[src/design/psr_pkg.sv]
// Purpose: Shared constants and types of the processor status word block
// Assumes: One core clock; APB register access with 8-bit byte address
// Notes:   Field positions, reset values and opcodes live here only

`default_nettype none

package psr_pkg;

  // ----------------------------------------------------------------
  // Register map
  // ----------------------------------------------------------------
  localparam int unsigned ADDR_W = 8;
  localparam logic [ADDR_W-1:0] PSW_OFFSET = 8'h00;

  // ----------------------------------------------------------------
  // Field positions within the status word
  // ----------------------------------------------------------------
  localparam int unsigned TRACE_LSB = 14;
  localparam int unsigned PRIV_BIT = 13;
  localparam int unsigned MASK_LSB = 8;
  localparam int unsigned X_BIT = 4;
  localparam int unsigned N_BIT = 3;
  localparam int unsigned Z_BIT = 2;
  localparam int unsigned V_BIT = 1;
  localparam int unsigned C_BIT = 0;

  // Implemented bits; the rest read zero and ignore writes
  localparam logic [15:0] PSW_WR_MASK = 16'he71f;

  // ----------------------------------------------------------------
  // Values after reset
  // ----------------------------------------------------------------
  localparam logic [1:0] RST_TRACE = 2'h0;
  localparam logic RST_PRIV = 1'b1;
  localparam logic [2:0] RST_MASK = 3'h7;
  localparam logic [4:0] RST_CCR = 5'h00;
  localparam logic [15:0] PSW_RESET = {RST_TRACE, RST_PRIV, 2'h0,
                                       RST_MASK, 3'h0, RST_CCR};

  // ----------------------------------------------------------------
  // Enumerations
  // ----------------------------------------------------------------
  typedef enum logic [1:0] {
    TRACE_OFF = 2'b00,
    TRACE_FLOW = 2'b01,
    TRACE_ALL = 2'b10,
    TRACE_RSVD = 2'b11
  } psr_trace_e;

  typedef enum logic [2:0] {
    OP_ADD = 3'b000,
    OP_SUB = 3'b001,
    OP_ADDX = 3'b010,
    OP_SUBX = 3'b011,
    OP_LSL = 3'b100,
    OP_ROXL = 3'b101,
    OP_LOGIC = 3'b110,
    OP_NONE = 3'b111
  } psr_op_e;

  typedef enum logic {
    APB_IDLE = 1'b0,
    APB_ACK = 1'b1
  } psr_apb_e;

endpackage

`default_nettype wire

[src/design/psr_top.sv]
// Purpose: Processor status word with system byte and condition codes
// Assumes: Execution and interrupt inputs come from core-clock logic
// Notes:   Register access over APB; privilege bit gates the system byte
//
// How it works
// - Trace: 00 off, 01 flow changes, 10 all instructions, 11 reserved.
// - Privilege bit 0 means user level, 1 means supervisor level.
// - Three-bit mask 0..7 blocks interrupts not above it.
// - Condition codes sit in the low byte; system byte is upper.
// - User access reaches only low byte; supervisor reaches whole word.
// - Extend flag loads the carry value for arithmetic and shifts.
// - Negative flag copies the result's most significant bit.
// - Zero flag set exactly when the whole result is zero.
// - Overflow flag set on two's complement overflow only.
// - Carry flag marks carry or borrow; shifts load it with the bit shifted out.
//
// Added by the designer: the APB interface to the registers and the address map.

`timescale 1ns/1ps
`default_nettype none

module psr_top #(
  parameter int unsigned DATA_W = 32 // Execution operand width
) (
  input wire logic pclk, // Core clock, 125 MHz
  input wire logic presetn, // Async reset, active low
  input wire logic psel, // APB select
  input wire logic penable, // APB enable
  input wire logic pwrite, // APB write
  input wire logic [psr_pkg::ADDR_W-1:0] paddr, // APB byte address
  input wire logic [31:0] pwdata, // APB write data
  input wire logic [3:0] pstrb, // APB byte strobes
  output logic [31:0] prdata, // APB read data
  output logic pready, // APB ready
  output logic pslverr, // APB error
  input wire logic exec_valid, // Instruction executes now
  input wire psr_pkg::psr_op_e exec_op, // Flag-setting operation
  input wire logic [DATA_W-1:0] exec_a, // First operand
  input wire logic [DATA_W-1:0] exec_b, // Second operand
  input wire logic flow_change, // Instruction changed flow
  input wire logic [2:0] irq_level, // Pending interrupt level
  output logic [DATA_W-1:0] exec_result_q, // Last result
  output logic supervisor_q, // Core at supervisor level
  output logic irq_request_q, // Pending level beats mask
  output logic trace_req_q // Trace exception request
);
  import psr_pkg::*;

  // ----------------------------------------------------------------
  // Elaboration check
  // ----------------------------------------------------------------
  if (DATA_W < 2) begin : g_chk
    $error("DATA_W must be at least 2");
  end

  // ----------------------------------------------------------------
  // Declarations
  // ----------------------------------------------------------------
  logic [15:0] psw_q;
  logic [31:0] prdata_q;
  logic addr_hit;
  logic setup_rd;
  logic wr_commit;
  logic wr_lo;
  logic wr_hi;
  logic exec_fire;
  logic priv;
  logic [2:0] mask;
  psr_trace_e trace_sel;
  logic [DATA_W-1:0] alu_result;
  logic alu_v;
  logic alu_c;
  logic alu_x_load;

  // Field views of the status word
  assign priv = psw_q[PRIV_BIT];
  assign mask = psw_q[MASK_LSB +: 3];
  assign trace_sel = psr_trace_e'(psw_q[TRACE_LSB +: 2]);
  assign exec_fire = exec_valid && (exec_op != OP_NONE);

  // ----------------------------------------------------------------
  // Bus slave
  // ----------------------------------------------------------------
  assign addr_hit = (paddr == PSW_OFFSET);

  psr_apb_slave u_apb (
    .pclk(pclk),
    .presetn(presetn),
    .psel(psel),
    .penable(penable),
    .pwrite(pwrite),
    .addr_hit(addr_hit),
    .setup_rd(setup_rd),
    .wr_commit(wr_commit),
    .pready_q(pready),
    .pslverr_q(pslverr)
  );

  // Byte lane writes; system byte only at supervisor level
  assign wr_lo = wr_commit & pstrb[0];
  assign wr_hi = wr_commit & pstrb[1] & priv;

  // Read data captured in the setup cycle
  always_ff @(posedge pclk or negedge presetn) begin
    if (!presetn) begin
      prdata_q <= 32'h0000_0000;
    end else if (setup_rd) begin
      if (!addr_hit) begin
        prdata_q <= 32'h0000_0000;
      end else if (priv) begin
        prdata_q <= {16'h0000, psw_q};
      end else begin
        prdata_q <= {24'h00_0000, psw_q[7:0]};
      end
    end
  end

  assign prdata = prdata_q;

  // ----------------------------------------------------------------
  // Execution flag calculation
  // ----------------------------------------------------------------
  psr_flag_calc #(
    .DATA_W(DATA_W)
  ) u_flags (
    .op(exec_op),
    .a(exec_a),
    .b(exec_b),
    .x_in(psw_q[X_BIT]),
    .result(alu_result),
    .flag_v(alu_v),
    .flag_c(alu_c),
    .x_load(alu_x_load)
  );

  // Result register
  always_ff @(posedge pclk or negedge presetn) begin
    if (!presetn) begin
      exec_result_q <= '0;
    end else if (exec_fire) begin
      exec_result_q <= alu_result;
    end
  end

  // ----------------------------------------------------------------
  // Status word
  // ----------------------------------------------------------------
  // Software writes first; execution updates of flags win
  always_ff @(posedge pclk or negedge presetn) begin
    if (!presetn) begin
      psw_q <= PSW_RESET;
    end else begin
      if (wr_hi) begin
        psw_q[15:8] <= pwdata[15:8] & PSW_WR_MASK[15:8];
      end
      if (wr_lo) begin
        psw_q[7:0] <= pwdata[7:0] & PSW_WR_MASK[7:0];
      end
      if (exec_fire) begin
        psw_q[N_BIT] <= alu_result[DATA_W-1];
        psw_q[Z_BIT] <= (alu_result == '0);
        psw_q[V_BIT] <= alu_v;
        psw_q[C_BIT] <= alu_c;
        if (alu_x_load) begin
          psw_q[X_BIT] <= alu_c;
        end
      end
    end
  end

  // ----------------------------------------------------------------
  // Core control outputs
  // ----------------------------------------------------------------
  // Privilege level seen by the core
  always_ff @(posedge pclk or negedge presetn) begin
    if (!presetn) begin
      supervisor_q <= RST_PRIV;
    end else begin
      supervisor_q <= priv;
    end
  end

  // Interrupt masking by priority
  always_ff @(posedge pclk or negedge presetn) begin
    if (!presetn) begin
      irq_request_q <= 1'b0;
    end else begin
      irq_request_q <= (irq_level > mask);
    end
  end

  // Trace requests per executed instruction
  always_ff @(posedge pclk or negedge presetn) begin
    if (!presetn) begin
      trace_req_q <= 1'b0;
    end else begin
      case (trace_sel)
        TRACE_OFF: trace_req_q <= 1'b0;
        TRACE_FLOW: trace_req_q <= exec_valid & flow_change;
        TRACE_ALL: trace_req_q <= exec_valid;
        default: trace_req_q <= 1'b0;
      endcase
    end
  end
endmodule

`default_nettype wire

[src/design/psr_flag_calc.sv]
// Purpose: Result and condition flags of one execution operation
// Assumes: Purely combinational; the caller registers the outputs
// Notes:   Extend flag is loaded only by arithmetic and shift operations

`timescale 1ns/1ps
`default_nettype none

module psr_flag_calc #(
  parameter int unsigned DATA_W = 32 // Operand width
) (
  input wire psr_pkg::psr_op_e op, // Operation
  input wire logic [DATA_W-1:0] a, // First operand
  input wire logic [DATA_W-1:0] b, // Second operand
  input wire logic x_in, // Current extend flag
  output logic [DATA_W-1:0] result, // Operation result
  output logic flag_v, // Two's complement overflow
  output logic flag_c, // Carry or borrow out
  output logic x_load // Extend flag takes carry
);
  import psr_pkg::*;

  logic [DATA_W:0] sum;
  logic [DATA_W:0] diff;
  logic cin;

  // ----------------------------------------------------------------
  // Elaboration check
  // ----------------------------------------------------------------
  if (DATA_W < 2) begin : g_chk
    $error("DATA_W must be at least 2");
  end

  // Extended operations chain through the extend flag
  assign cin = (op == OP_ADDX || op == OP_SUBX) ? x_in : 1'b0;
  assign sum = {1'b0, a} + {1'b0, b} + {{DATA_W{1'b0}}, cin};
  assign diff = {1'b0, a} - {1'b0, b} - {{DATA_W{1'b0}}, cin};

  // ----------------------------------------------------------------
  // Per-operation result and flags
  // ----------------------------------------------------------------
  always_comb begin
    result = a;
    flag_v = 1'b0;
    flag_c = 1'b0;
    x_load = 1'b0;
    case (op)
      OP_ADD, OP_ADDX: begin
        result = sum[DATA_W-1:0];
        flag_c = sum[DATA_W];
        flag_v = (a[DATA_W-1] == b[DATA_W-1]) &&
                 (sum[DATA_W-1] != a[DATA_W-1]);
        x_load = 1'b1;
      end
      OP_SUB, OP_SUBX: begin
        result = diff[DATA_W-1:0];
        flag_c = diff[DATA_W];
        flag_v = (a[DATA_W-1] != b[DATA_W-1]) &&
                 (diff[DATA_W-1] != a[DATA_W-1]);
        x_load = 1'b1;
      end
      OP_LSL: begin
        result = {a[DATA_W-2:0], 1'b0};
        flag_c = a[DATA_W-1];
        x_load = 1'b1;
      end
      OP_ROXL: begin
        result = {a[DATA_W-2:0], x_in};
        flag_c = a[DATA_W-1];
        x_load = 1'b1;
      end
      OP_LOGIC: begin
        result = a & b;
      end
      default: begin
        result = a;
      end
    endcase
  end

endmodule

`default_nettype wire

[src/design/psr_apb_slave.sv]
// Purpose: APB handshake for the status word registers
// Assumes: Zero wait states; answer one cycle after setup
// Notes:   Unmapped addresses answer with pslverr

`timescale 1ns/1ps
`default_nettype none

module psr_apb_slave (
  input wire logic pclk, // Core clock
  input wire logic presetn, // Async reset, active low
  input wire logic psel, // Slave select
  input wire logic penable, // Access phase
  input wire logic pwrite, // Write direction
  input wire logic addr_hit, // Address is mapped
  output logic setup_rd, // Read setup cycle pulse
  output logic wr_commit, // Mapped write takes effect
  output logic pready_q, // Transfer answer
  output logic pslverr_q // Unmapped address error
);
  import psr_pkg::*;

  psr_apb_e state_q;
  logic setup;

  assign setup = psel & ~penable;
  assign setup_rd = setup & ~pwrite;
  assign wr_commit = psel & penable & pwrite & pready_q & addr_hit;

  // ----------------------------------------------------------------
  // Answer sequencing
  // ----------------------------------------------------------------
  always_ff @(posedge pclk or negedge presetn) begin
    if (!presetn) begin
      state_q <= APB_IDLE;
    end else begin
      case (state_q)
        APB_IDLE: begin
          if (setup) begin
            state_q <= APB_ACK;
          end
        end
        APB_ACK: begin
          state_q <= APB_IDLE;
        end
        default: begin
          state_q <= APB_IDLE;
        end
      endcase
    end
  end

  // Ready and error flops follow the answer state
  always_ff @(posedge pclk or negedge presetn) begin
    if (!presetn) begin
      pready_q <= 1'b0;
      pslverr_q <= 1'b0;
    end else begin
      pready_q <= (state_q == APB_IDLE) && setup;
      pslverr_q <= (state_q == APB_IDLE) && setup && !addr_hit;
    end
  end

endmodule

`default_nettype wire

[config.mk]
export PLATFORM = sky130hd
export DESIGN_NAME = psr_top
export DESIGN_NICKNAME = d
export VERILOG_FILES = /design/src/design/psr_pkg.sv /design/src/design/psr_top.sv /design/src/design/psr_flag_calc.sv /design/src/design/psr_apb_slave.sv
export SDC_FILE = /design/constraint.sdc
export NUM_CORES = 1
export LEC_CHECK = 0
export CAP_MARGIN = 20
export CORE_AREA = 2 2 135 137
export CTS_CLUSTER_SIZE = 24
export DETAILED_ROUTE_END_ITERATION = 10
export DIE_AREA = 0 0 137 139
export DONT_BUFFER_PORTS = 1
export SYNTH_ARGS = -nofsm -noshare
export SYNTH_HDL_FRONTEND = slang
export SYNTH_HIERARCHICAL = 1
export SYNTH_SLANG_ARGS = --single-unit
[constraint.sdc]
create_clock -name pclk -period 10.54 [get_ports pclk]
set_clock_uncertainty 0.15 [all_clocks]
set_input_delay 2.108 -clock pclk [delete_from_list [all_inputs] [get_ports pclk]]
set_output_delay 2.108 -clock pclk [all_outputs]
set_load 0.01 [all_outputs]
==> results of run 1 <==
==> area by class of cell <==
class,instances,area share
clock buffer,9,0.0274
clock inverter,7,0.0122
inverter,114,0.0520
multi-input combinational,747,0.691
sequential,59,0.180
tap,229,0.0348
timing repair buffer,3,0.00274
==> report_power, final <==
part / total, mW / internal (mW) / switching [mW] / leakage, nW
registers: 0.299 / 0.260 / 0.0388 / 0.722
logic: 0.437 / 0.191 / 0.247 / 2.83
clock network: 0.318 / 0.208 / 0.110 / 0.160
==> layer usage <==
| layer | GRT usage | up-vias | routed length (µm) |
|---|---|---|---|
| li1 | - | 3330 | - |
| met1 | 0.303 | 3280 | 9800 |
| met2 | 0.390 | 251 | 10600 |
| met3 | 0.0548 | 32 | 1610 |
| met4 | 0.0689 | 0 | 504 |
| met5 | 0 | - | 0 |
==> worst max-delay path, stage by stage <==
cell and delay, ns:
inv_1 0.21, nand3_1 0.20, inv_1 0.07, fa_1 0.41
inv_1 0.09, fa_1 0.20, o21bai_1 0.09, a21oi_2 0.25
nor4_1 0.11, a2111oi_0 1.02, o21ai_1 0.36, a221oi_2 0.44
o41ai_1 0.13, a21o_1 0.21, xnor2_1 0.12, o21ai_0 0.13
nor4_1 0.27, nand4_1 0.20, o31ai_1 0.27
==> worst max-delay path by stage <==
stage               startpoint                    to  slack, ns
finish              exec_op[2]  psw_q[2]$_DFFE_PN0P_       3.72
global route        exec_op[2]  psw_q[2]$_DFFE_PN0P_       3.54
CTS                 exec_op[2]  psw_q[2]$_DFFE_PN0P_       3.91
detailed placement  exec_op[2]  psw_q[2]$_DFFE_PN0P_       3.61
global placement    exec_op[2]  psw_q[2]$_DFFE_PN0P_       3.59
floorplan           exec_op[1]  psw_q[2]$_DFFE_PN0P_       4.12
==> layout by cell type, fill, tap and decap left out, drive strengths merged, types with 4 or more instances in the layout <==
| cell type | count |
|---|---|
| conb | 21 |
| nor2 | 56 |
| inv | 115 |
| ha | 99 |
| mux2i | 12 |
| o21ai | 56 |
| a31oi | 7 |
| dfrtp | 54 |
| o211ai | 8 |
| a221oi | 5 |
| xnor2 | 47 |
| nor2b | 9 |
| nand2 | 62 |
| o2bb2ai | 6 |
| a211o | 5 |
| o21bai | 15 |
| a21o | 20 |
| nand3 | 18 |
| xor2 | 10 |
| clkinv | 4 |
| clkbuf | 9 |
| a21oi | 79 |
| o22ai | 30 |
| nor3 | 10 |
| fa | 4 |
| and3 | 7 |
| nand2b | 8 |
| o21a | 15 |
| nor4 | 13 |
| mux2 | 45 |
| o31ai | 9 |
| a22o | 5 |
| dfstp | 5 |
| a211oi | 12 |
==> Yosys cell counts (18+ instances only) <==
cell	n
o21ai_0	54
clkbuf_1	22
dfrtp_1	54
inv_1	112
ha_1	99
nand2_1	62
buf_4	21
mux2_2	45
nand3_1	18
nor2_1	56
a21o_1	19
xnor2_1	46
a21oi_1	78
o22ai_1	29
==> state kept, by name, indices dropped and copies added (netlist names) <==
signal           count
irq_request_q        1
exec_result_q       32
u_apb/state_q        1
psw_q               11
trace_req_q          1
prdata              11
u_apb/pslverr_q      1
supervisor_q         1
==> metrics by stage <==
step           utilization  instances  worst slack [ns]
2_1_floorplan            -        975              4.12
3_3_place_gp         0.447       1152              3.59
3_5_place_dp         0.447       1152              3.61
4_1_cts              0.466       1168              3.91
5_1_grt              0.466       1168              3.54
6_report             0.466       1168              3.72
==> kinds of logic (layout without fill, tap and decap cells) <==
| logic type | count (synthesis) | count (layout) | synth area share |
|---|---|---|---|
| flops | 59 | 59 | 0.189 |
| buf+inv | 169 | 133 | 0.0942 |
| other cells | 1 | 21 | 0.000479 |
| mux | 57 | 57 | 0.0801 |
| xor+xnor | 57 | 57 | 0.0648 |
| fa+ha+maj | 103 | 103 | 0.169 |
| simple gates | 203 | 203 | 0.131 |
| compound gates | 306 | 306 | 0.271 |
==> flow_summary_export.csv, run 1 <==
group,metric,value,unit
timing,rsz0062_at_grt,"no",
cts,cts_hold_buffers,0,
timing,relSlewSlack,0.199,
synthesis,synth_edf_count,0,
placement,routabilityCongestion,0.917,
timing,clock.fmax,147,MHz
timing,tightestPinTransition,1.19,ns
synthesis,synth_top_area_share,0.173,
worst_setup_path,worstReg2RegEnd,"psw_q[2]$_DFFE_PN0P_",
timing,setup_viol,0,
synthesis,async_flop_share,1.00,
cts,numCtsBuffers,9,
synthesis,synth_top_cell_by_area,"dfrtp_1",
route,dr.pass1.iters,5,
hold_path,whs_path_depth,0,
synthesis,ys_warn_count,6,
die,dieArea,19000,µm²
die,ios,190,
grt,grt-ovfl-total,0,
route,dr_total_vias,6893,
cts,root_buffer,"clkbuf_16",
finish,n_fill_cell,1777,
cts,cts_buffer_depth,2,
cts,cts_setup_buffers,0,
route,viasPerCell,5.90,
synthesis,synth_cell_types,91,
timing,final-hold-violation-count,0,
placement,port_buffers,0,
die,core_area,17700,µm²
grt,grt_pass1_vias,6672,
run_status,status,"finished clean",
route,drc,0,
synthesis,seq_area_frac_synth,0.189,
finish,fin_nets,1158,
hold_path,min_from,"psw_q[13]$_DFFE_PN1P_",
route,drt_first_iter_violations,539,
worst_setup_path,cp_data_required_time,10.63,ns
route,wl_per_cell,19.3,µm
cts,post_cts_resized,0,
die,fp.dieH,139,µm
worst_setup_path,r2r_slack,5.36,ns
grt,grt_use_total,0.235,
die,initial_utilization,0.443,
finish,area_growth,5.12,%
grt,antenna_found_initial,0,
worst_setup_path,crit_fanout,51,
synthesis,syn_area,7830,µm²
worst_setup_path,critical_path_class,"in2reg",
finish,seq_area,1480,µm²
timing,hold_ws,0.243,ns
timing,tns,0,ns
synthesis,ys_ff_latch,59,
cts,h-tree-depth,3,
die,dieWidth,137,µm
synthesis,syn_inst,955,
finish,multi_input_area,5680,µm²
worst_setup_path,worst-endpoint-arrival,6.91,ns
cts,cts_sinks,59,
placement,hpwl,17600,µm
worst_setup_path,crit_path_start_kind,"input pin",
grt,grt_pass1_wl,35800,µm
finish,n_antenna_cell,0,
route,drt_wl_total,22500,µm
cts,clk_pin_slew_worst_paths,0.06,ns
power_and_ir_drop,power.density,128,nW/µm²
finish,drive_gt1_frac,0.113,
power_and_ir_drop,total_power,1.05,mW
job,cap_violations,0,
power_and_ir_drop,p_leak,3.71,nW
placement,postPlaceCellArea,7900,µm²
grt,grt_max_degree,60,
synthesis,ys.flop_type,"dfrtp_1",
route,antenna_left,0,
timing,fin_crit,6.82,ns
power_and_ir_drop,vdd_drop_max,91.3,µV
synthesis,synthTopCellsByArea,"dfrtp_1 17%, ha_1 16%, mux2_2 6.5%, inv_1 5.4%, xnor2_1 5.1%",
hold_path,hold_class,"reg2reg",
synthesis,synth_area_per_cell,8.19,µm²
cts,worstSkewPairLatency,0.33,ns
die,row_count,49,
worst_setup_path,worstReg2RegStart,"psw_q[4]$_DFF_PN0_",
cts,cts_tree,"built",
worst_setup_path,rr_worst_depth,18,
hold_path,min_to,"supervisor_q$_DFF_PN1_",
finish,post-route-cell-area,8230,µm²
worst_setup_path,endpoint_kind,"flip-flop",
timing,fin_crit_sh,0.647,
timing,maxSlewViolCount,0,
(Power assumes the default switching activity.)
==> run 2, diff against run 1 <==
--- a/config.mk
+++ b/config.mk
@@ -5,11 +5,12 @@
 export SDC_FILE = /design/constraint.sdc
 export NUM_CORES = 1
 export LEC_CHECK = 0
+export ABC_AREA = 1
 export CAP_MARGIN = 20
-export CORE_AREA = 2 2 135 137
+export CORE_AREA = 2 2 148 150
 export CTS_CLUSTER_SIZE = 24
 export DETAILED_ROUTE_END_ITERATION = 10
-export DIE_AREA = 0 0 137 139
+export DIE_AREA = 0 0 150 152
 export DONT_BUFFER_PORTS = 1
 export SYNTH_ARGS = -nofsm -noshare
 export SYNTH_HDL_FRONTEND = slang
==> constraint.sdc (replaced) <==
create_clock -name pclk -period 6.7 [get_ports pclk]
set_clock_uncertainty 0.15 [all_clocks]
set_input_delay 1.34 -clock pclk [delete_from_list [all_inputs] [get_ports pclk]]
set_output_delay 1.34 -clock pclk [all_outputs]
set_load 0.01 [all_outputs]
==> run 2 against run 1 <==
  * Sequential power rose by 49%
  * Count of clock-buffer cells in the layout rose by 5
  * Die area up 20%
  * Non-clock buffer count is 2 higher
  * Critical path type unchanged
  * Largest power group unchanged
  * Critical path depth rose by 1
  * Register-to-register slack got worse by 2.4 ns
  * First-iteration DRC count is 56% higher
  * Global-route usage rose by 5.1 points
  * Sequential share of layout area decreased by 3.0 points
  * Highest routed layer unchanged
==> flow_summary_export.csv, run 2 <==
group,metric,value,unit
finish,fin_util,0.463,
timing,setup_viol,0,
route,drt_wl_total,33400,µm
worst_setup_path,endpoint_kind,"flip-flop",
worst_setup_path,worstReg2RegEnd,"psw_q[2]$_DFFE_PN0P_",
cts,cts_sinks,59,
timing,fin_crit_sh,0.645,
cts,post_cts_resized,0,
worst_setup_path,max_stage_delay,0.39,ns
worst_setup_path,crit_family,"simple AND/OR/NAND/NOR gates",
power_and_ir_drop,p_leak,5.73,nW
grt,grt_pass1_wl,50400,µm
die,core_area,21400,µm²
timing,tightestPinTransition,0.862,ns
synthesis,synth_area_per_cell,5.67,µm²
synthesis,syn_inst,1663,
synthesis,synth_edf_count,0,
cts,h-tree-depth,3,
worst_setup_path,rr_worst_depth,20,
synthesis,seq_area_frac_synth,0.157,
die,dieWidth,150,µm
grt,grt-ovfl-total,0,
grt,grt_use_total,0.286,
worst_setup_path,worst-endpoint-arrival,4.42,ns
timing,final-hold-violation-count,0,
synthesis,async_flop_share,1.00,
synthesis,syn_area,9420,µm²
worst_setup_path,worstReg2RegStart,"psw_q[4]$_DFF_PN0_",
timing,rsz0062_at_grt,"no",
cts,clk_pin_slew_worst_paths,0.05,ns
worst_setup_path,crit_path_start_kind,"input pin",
synthesis,synth_top_area_share,0.224,
timing,clock.fmax,231,MHz
route,wl_per_cell,17.2,µm
timing,tns,0,ns
finish,drive_gt1_frac,0.0657,
finish,largest-register,"exec_result_q",
hold_path,min_from,"psw_q[13]$_DFFE_PN1P_",
placement,hpwl,28000,µm
synthesis,yosysMostFrequentCell,"nand2_1",
worst_setup_path,cp_data_required_time,6.80,ns
placement,routabilityCongestion,0.990,
finish,final_common_cell,"nand2_1",
hold_path,min_to,"supervisor_q$_DFF_PN1_",
worst_setup_path,crit_path_frequent_cell,"nand2_1",
synthesis,synth_top_cell_by_area,"nand2_1",
placement,port_buffers,0,
route,dr.pass1.iters,5,
hold_path,whs_path_depth,0,
route,dr_total_vias,10050,
synthesis,ys.flop_type,"dfrtp_1",
grt,grt_pass1_vias,9207,
die,dieArea,22800,µm²
synthesis,ys_warn_count,6,
finish,post-route-cell-area,9890,µm²
cts,worstSkewPairLatency,0.32,ns
die,initial_utilization,0.441,
placement,postPlaceCellArea,9600,µm²
power_and_ir_drop,power.density,169,nW/µm²
finish,fin_nets,1878,
cts,cts_setup_buffers,0,
cts,root_buffer,"clkbuf_16",
synthesis,synthTopCellsByArea,"nand2_1 22%, dfrtp_1 14%, ha_1 13%, inv_1 13%, nand3_1 6.9%",
worst_setup_path,crit_fanout,5,
worst_setup_path,cp.buffers_inverters,3,
worst_setup_path,cp-startpoint,"exec_op[1]",
finish,stdcell_count,1939,
route,drt_first_iter_violations,839,
synthesis,synth_cell_types,51,
grt,antenna_found_initial,0,
timing,fin_crit,4.32,ns
grt,grt_max_degree,60,
route,drc,0,
timing,relSlewSlack,0.424,
worst_setup_path,cp_cell_sequence,"inv_1 > nor3_1 > fa_1 > inv_1 > fa_1 > inv_1 > nand2_1 > nand3_1 > nand2_1 > nand3_1 > nand2_1 > nand2_1 > nand2_1 > nand3_1 > nand4_1 > nor2_1 > nand2_1 > nor2_1 > nand2_1 > o21bai_1",
finish,final_cell_mix,"562 x nand2_1, 317 x inv_1, 133 x nor2_1",
route,antenna_left,0,
timing,hold_ws,0.242,ns
die,fp.dieH,152,µm
finish,largest_reg_flops,32,
placement,dp.cells,1923,
power_and_ir_drop,vdd_drop_max,121,µV
die,ios,190,
timing,maxSlewViolCount,0,
job,cap_violations,0,
run_status,status,"finished clean",
synthesis,synthTopCellsByCount,"562 x nand2_1, 317 x inv_1, 133 x nor2_1",
cts,cts_buffer_depth,2,
finish,n_antenna_cell,0,
hold_path,hold_class,"reg2reg",
die,row_count,54,
worst_setup_path,critical_path_class,"in2reg",
synthesis,ys_ff_latch,59,
route,viasPerCell,5.18,
worst_setup_path,cp_slowest_cell,"fa_1",
worst_setup_path,r2r_slack,3.00,ns
cts,cts_tree,"built",
cts,cts_hold_buffers,0,
cts,numCtsBuffers,9,
finish,area_growth,4.93,%
[run 2: kinds of logic after synthesis]
| logic type | after synthesis | share of synthesized area |
|---|---|---|
| flops | 59 | 0.157 |
| compound gates | 172 | 0.107 |
| simple gates | 929 | 0.422 |
| buf+inv | 397 | 0.170 |
| mux | 1 | 0.00119 |
| other cells | 1 | 0.000398 |
| fa+ha+maj | 103 | 0.140 |
| xor+xnor | 1 | 0.000930 |
[run 2: metal layers]
metal,wire (µm),GRT usage,up-vias
li1,-,-,5108
met1,14400,0.379,4481
met2,15100,0.461,389
met3,2310,0.0420,72
met4,1670,0.127,0
met5,0,0,-
[run 2: final cells by class]
cell class / count / area, µm²
inverters: 352 / 1320
repair buffers: 5 / 37.5
multi-input cells: 1227 / 6410
clock inverters: 2 / 10.0
flip-flops and latches: 59 / 1480
fillers: 2425 / 11500
clock buffers: 14 / 274
well taps: 280 / 350
[run 2: per-stage QoR]
stage | total power, mW | setup WS [ns]
after floorplan | 1.04 | 2.60
after global placement | 1.23 | 2.11
after detailed placement | 1.24 | 2.05
after CTS | 1.67 | 2.36
after global routing | 1.80 | 2.13
final | 1.67 | 2.38
[run 2: power by group]
part	internal, mW	total (mW)	switching, mW
Combinational	0.251	0.802	0.550
Clock	0.279	0.426	0.147
Sequential	0.397	0.446	0.0488
Total	0.927	1.67	0.746
[run 2: worst max-delay path by stage]
| stage | to | slack (ns) | cells past startpoint |
|---|---|---|---|
| 2_1_floorplan | psw_q[2]$_DFFE_PN0P_ | 2.60 | 23 |
| 3_3_place_gp | psw_q[2]$_DFFE_PN0P_ | 2.11 | 20 |
| 3_5_place_dp | psw_q[2]$_DFFE_PN0P_ | 2.05 | 20 |
| 4_1_cts | psw_q[2]$_DFFE_PN0P_ | 2.36 | 20 |
| 5_1_grt | psw_q[2]$_DFFE_PN0P_ | 2.13 | 20 |
| 6_report | psw_q[2]$_DFFE_PN0P_ | 2.38 | 20 |
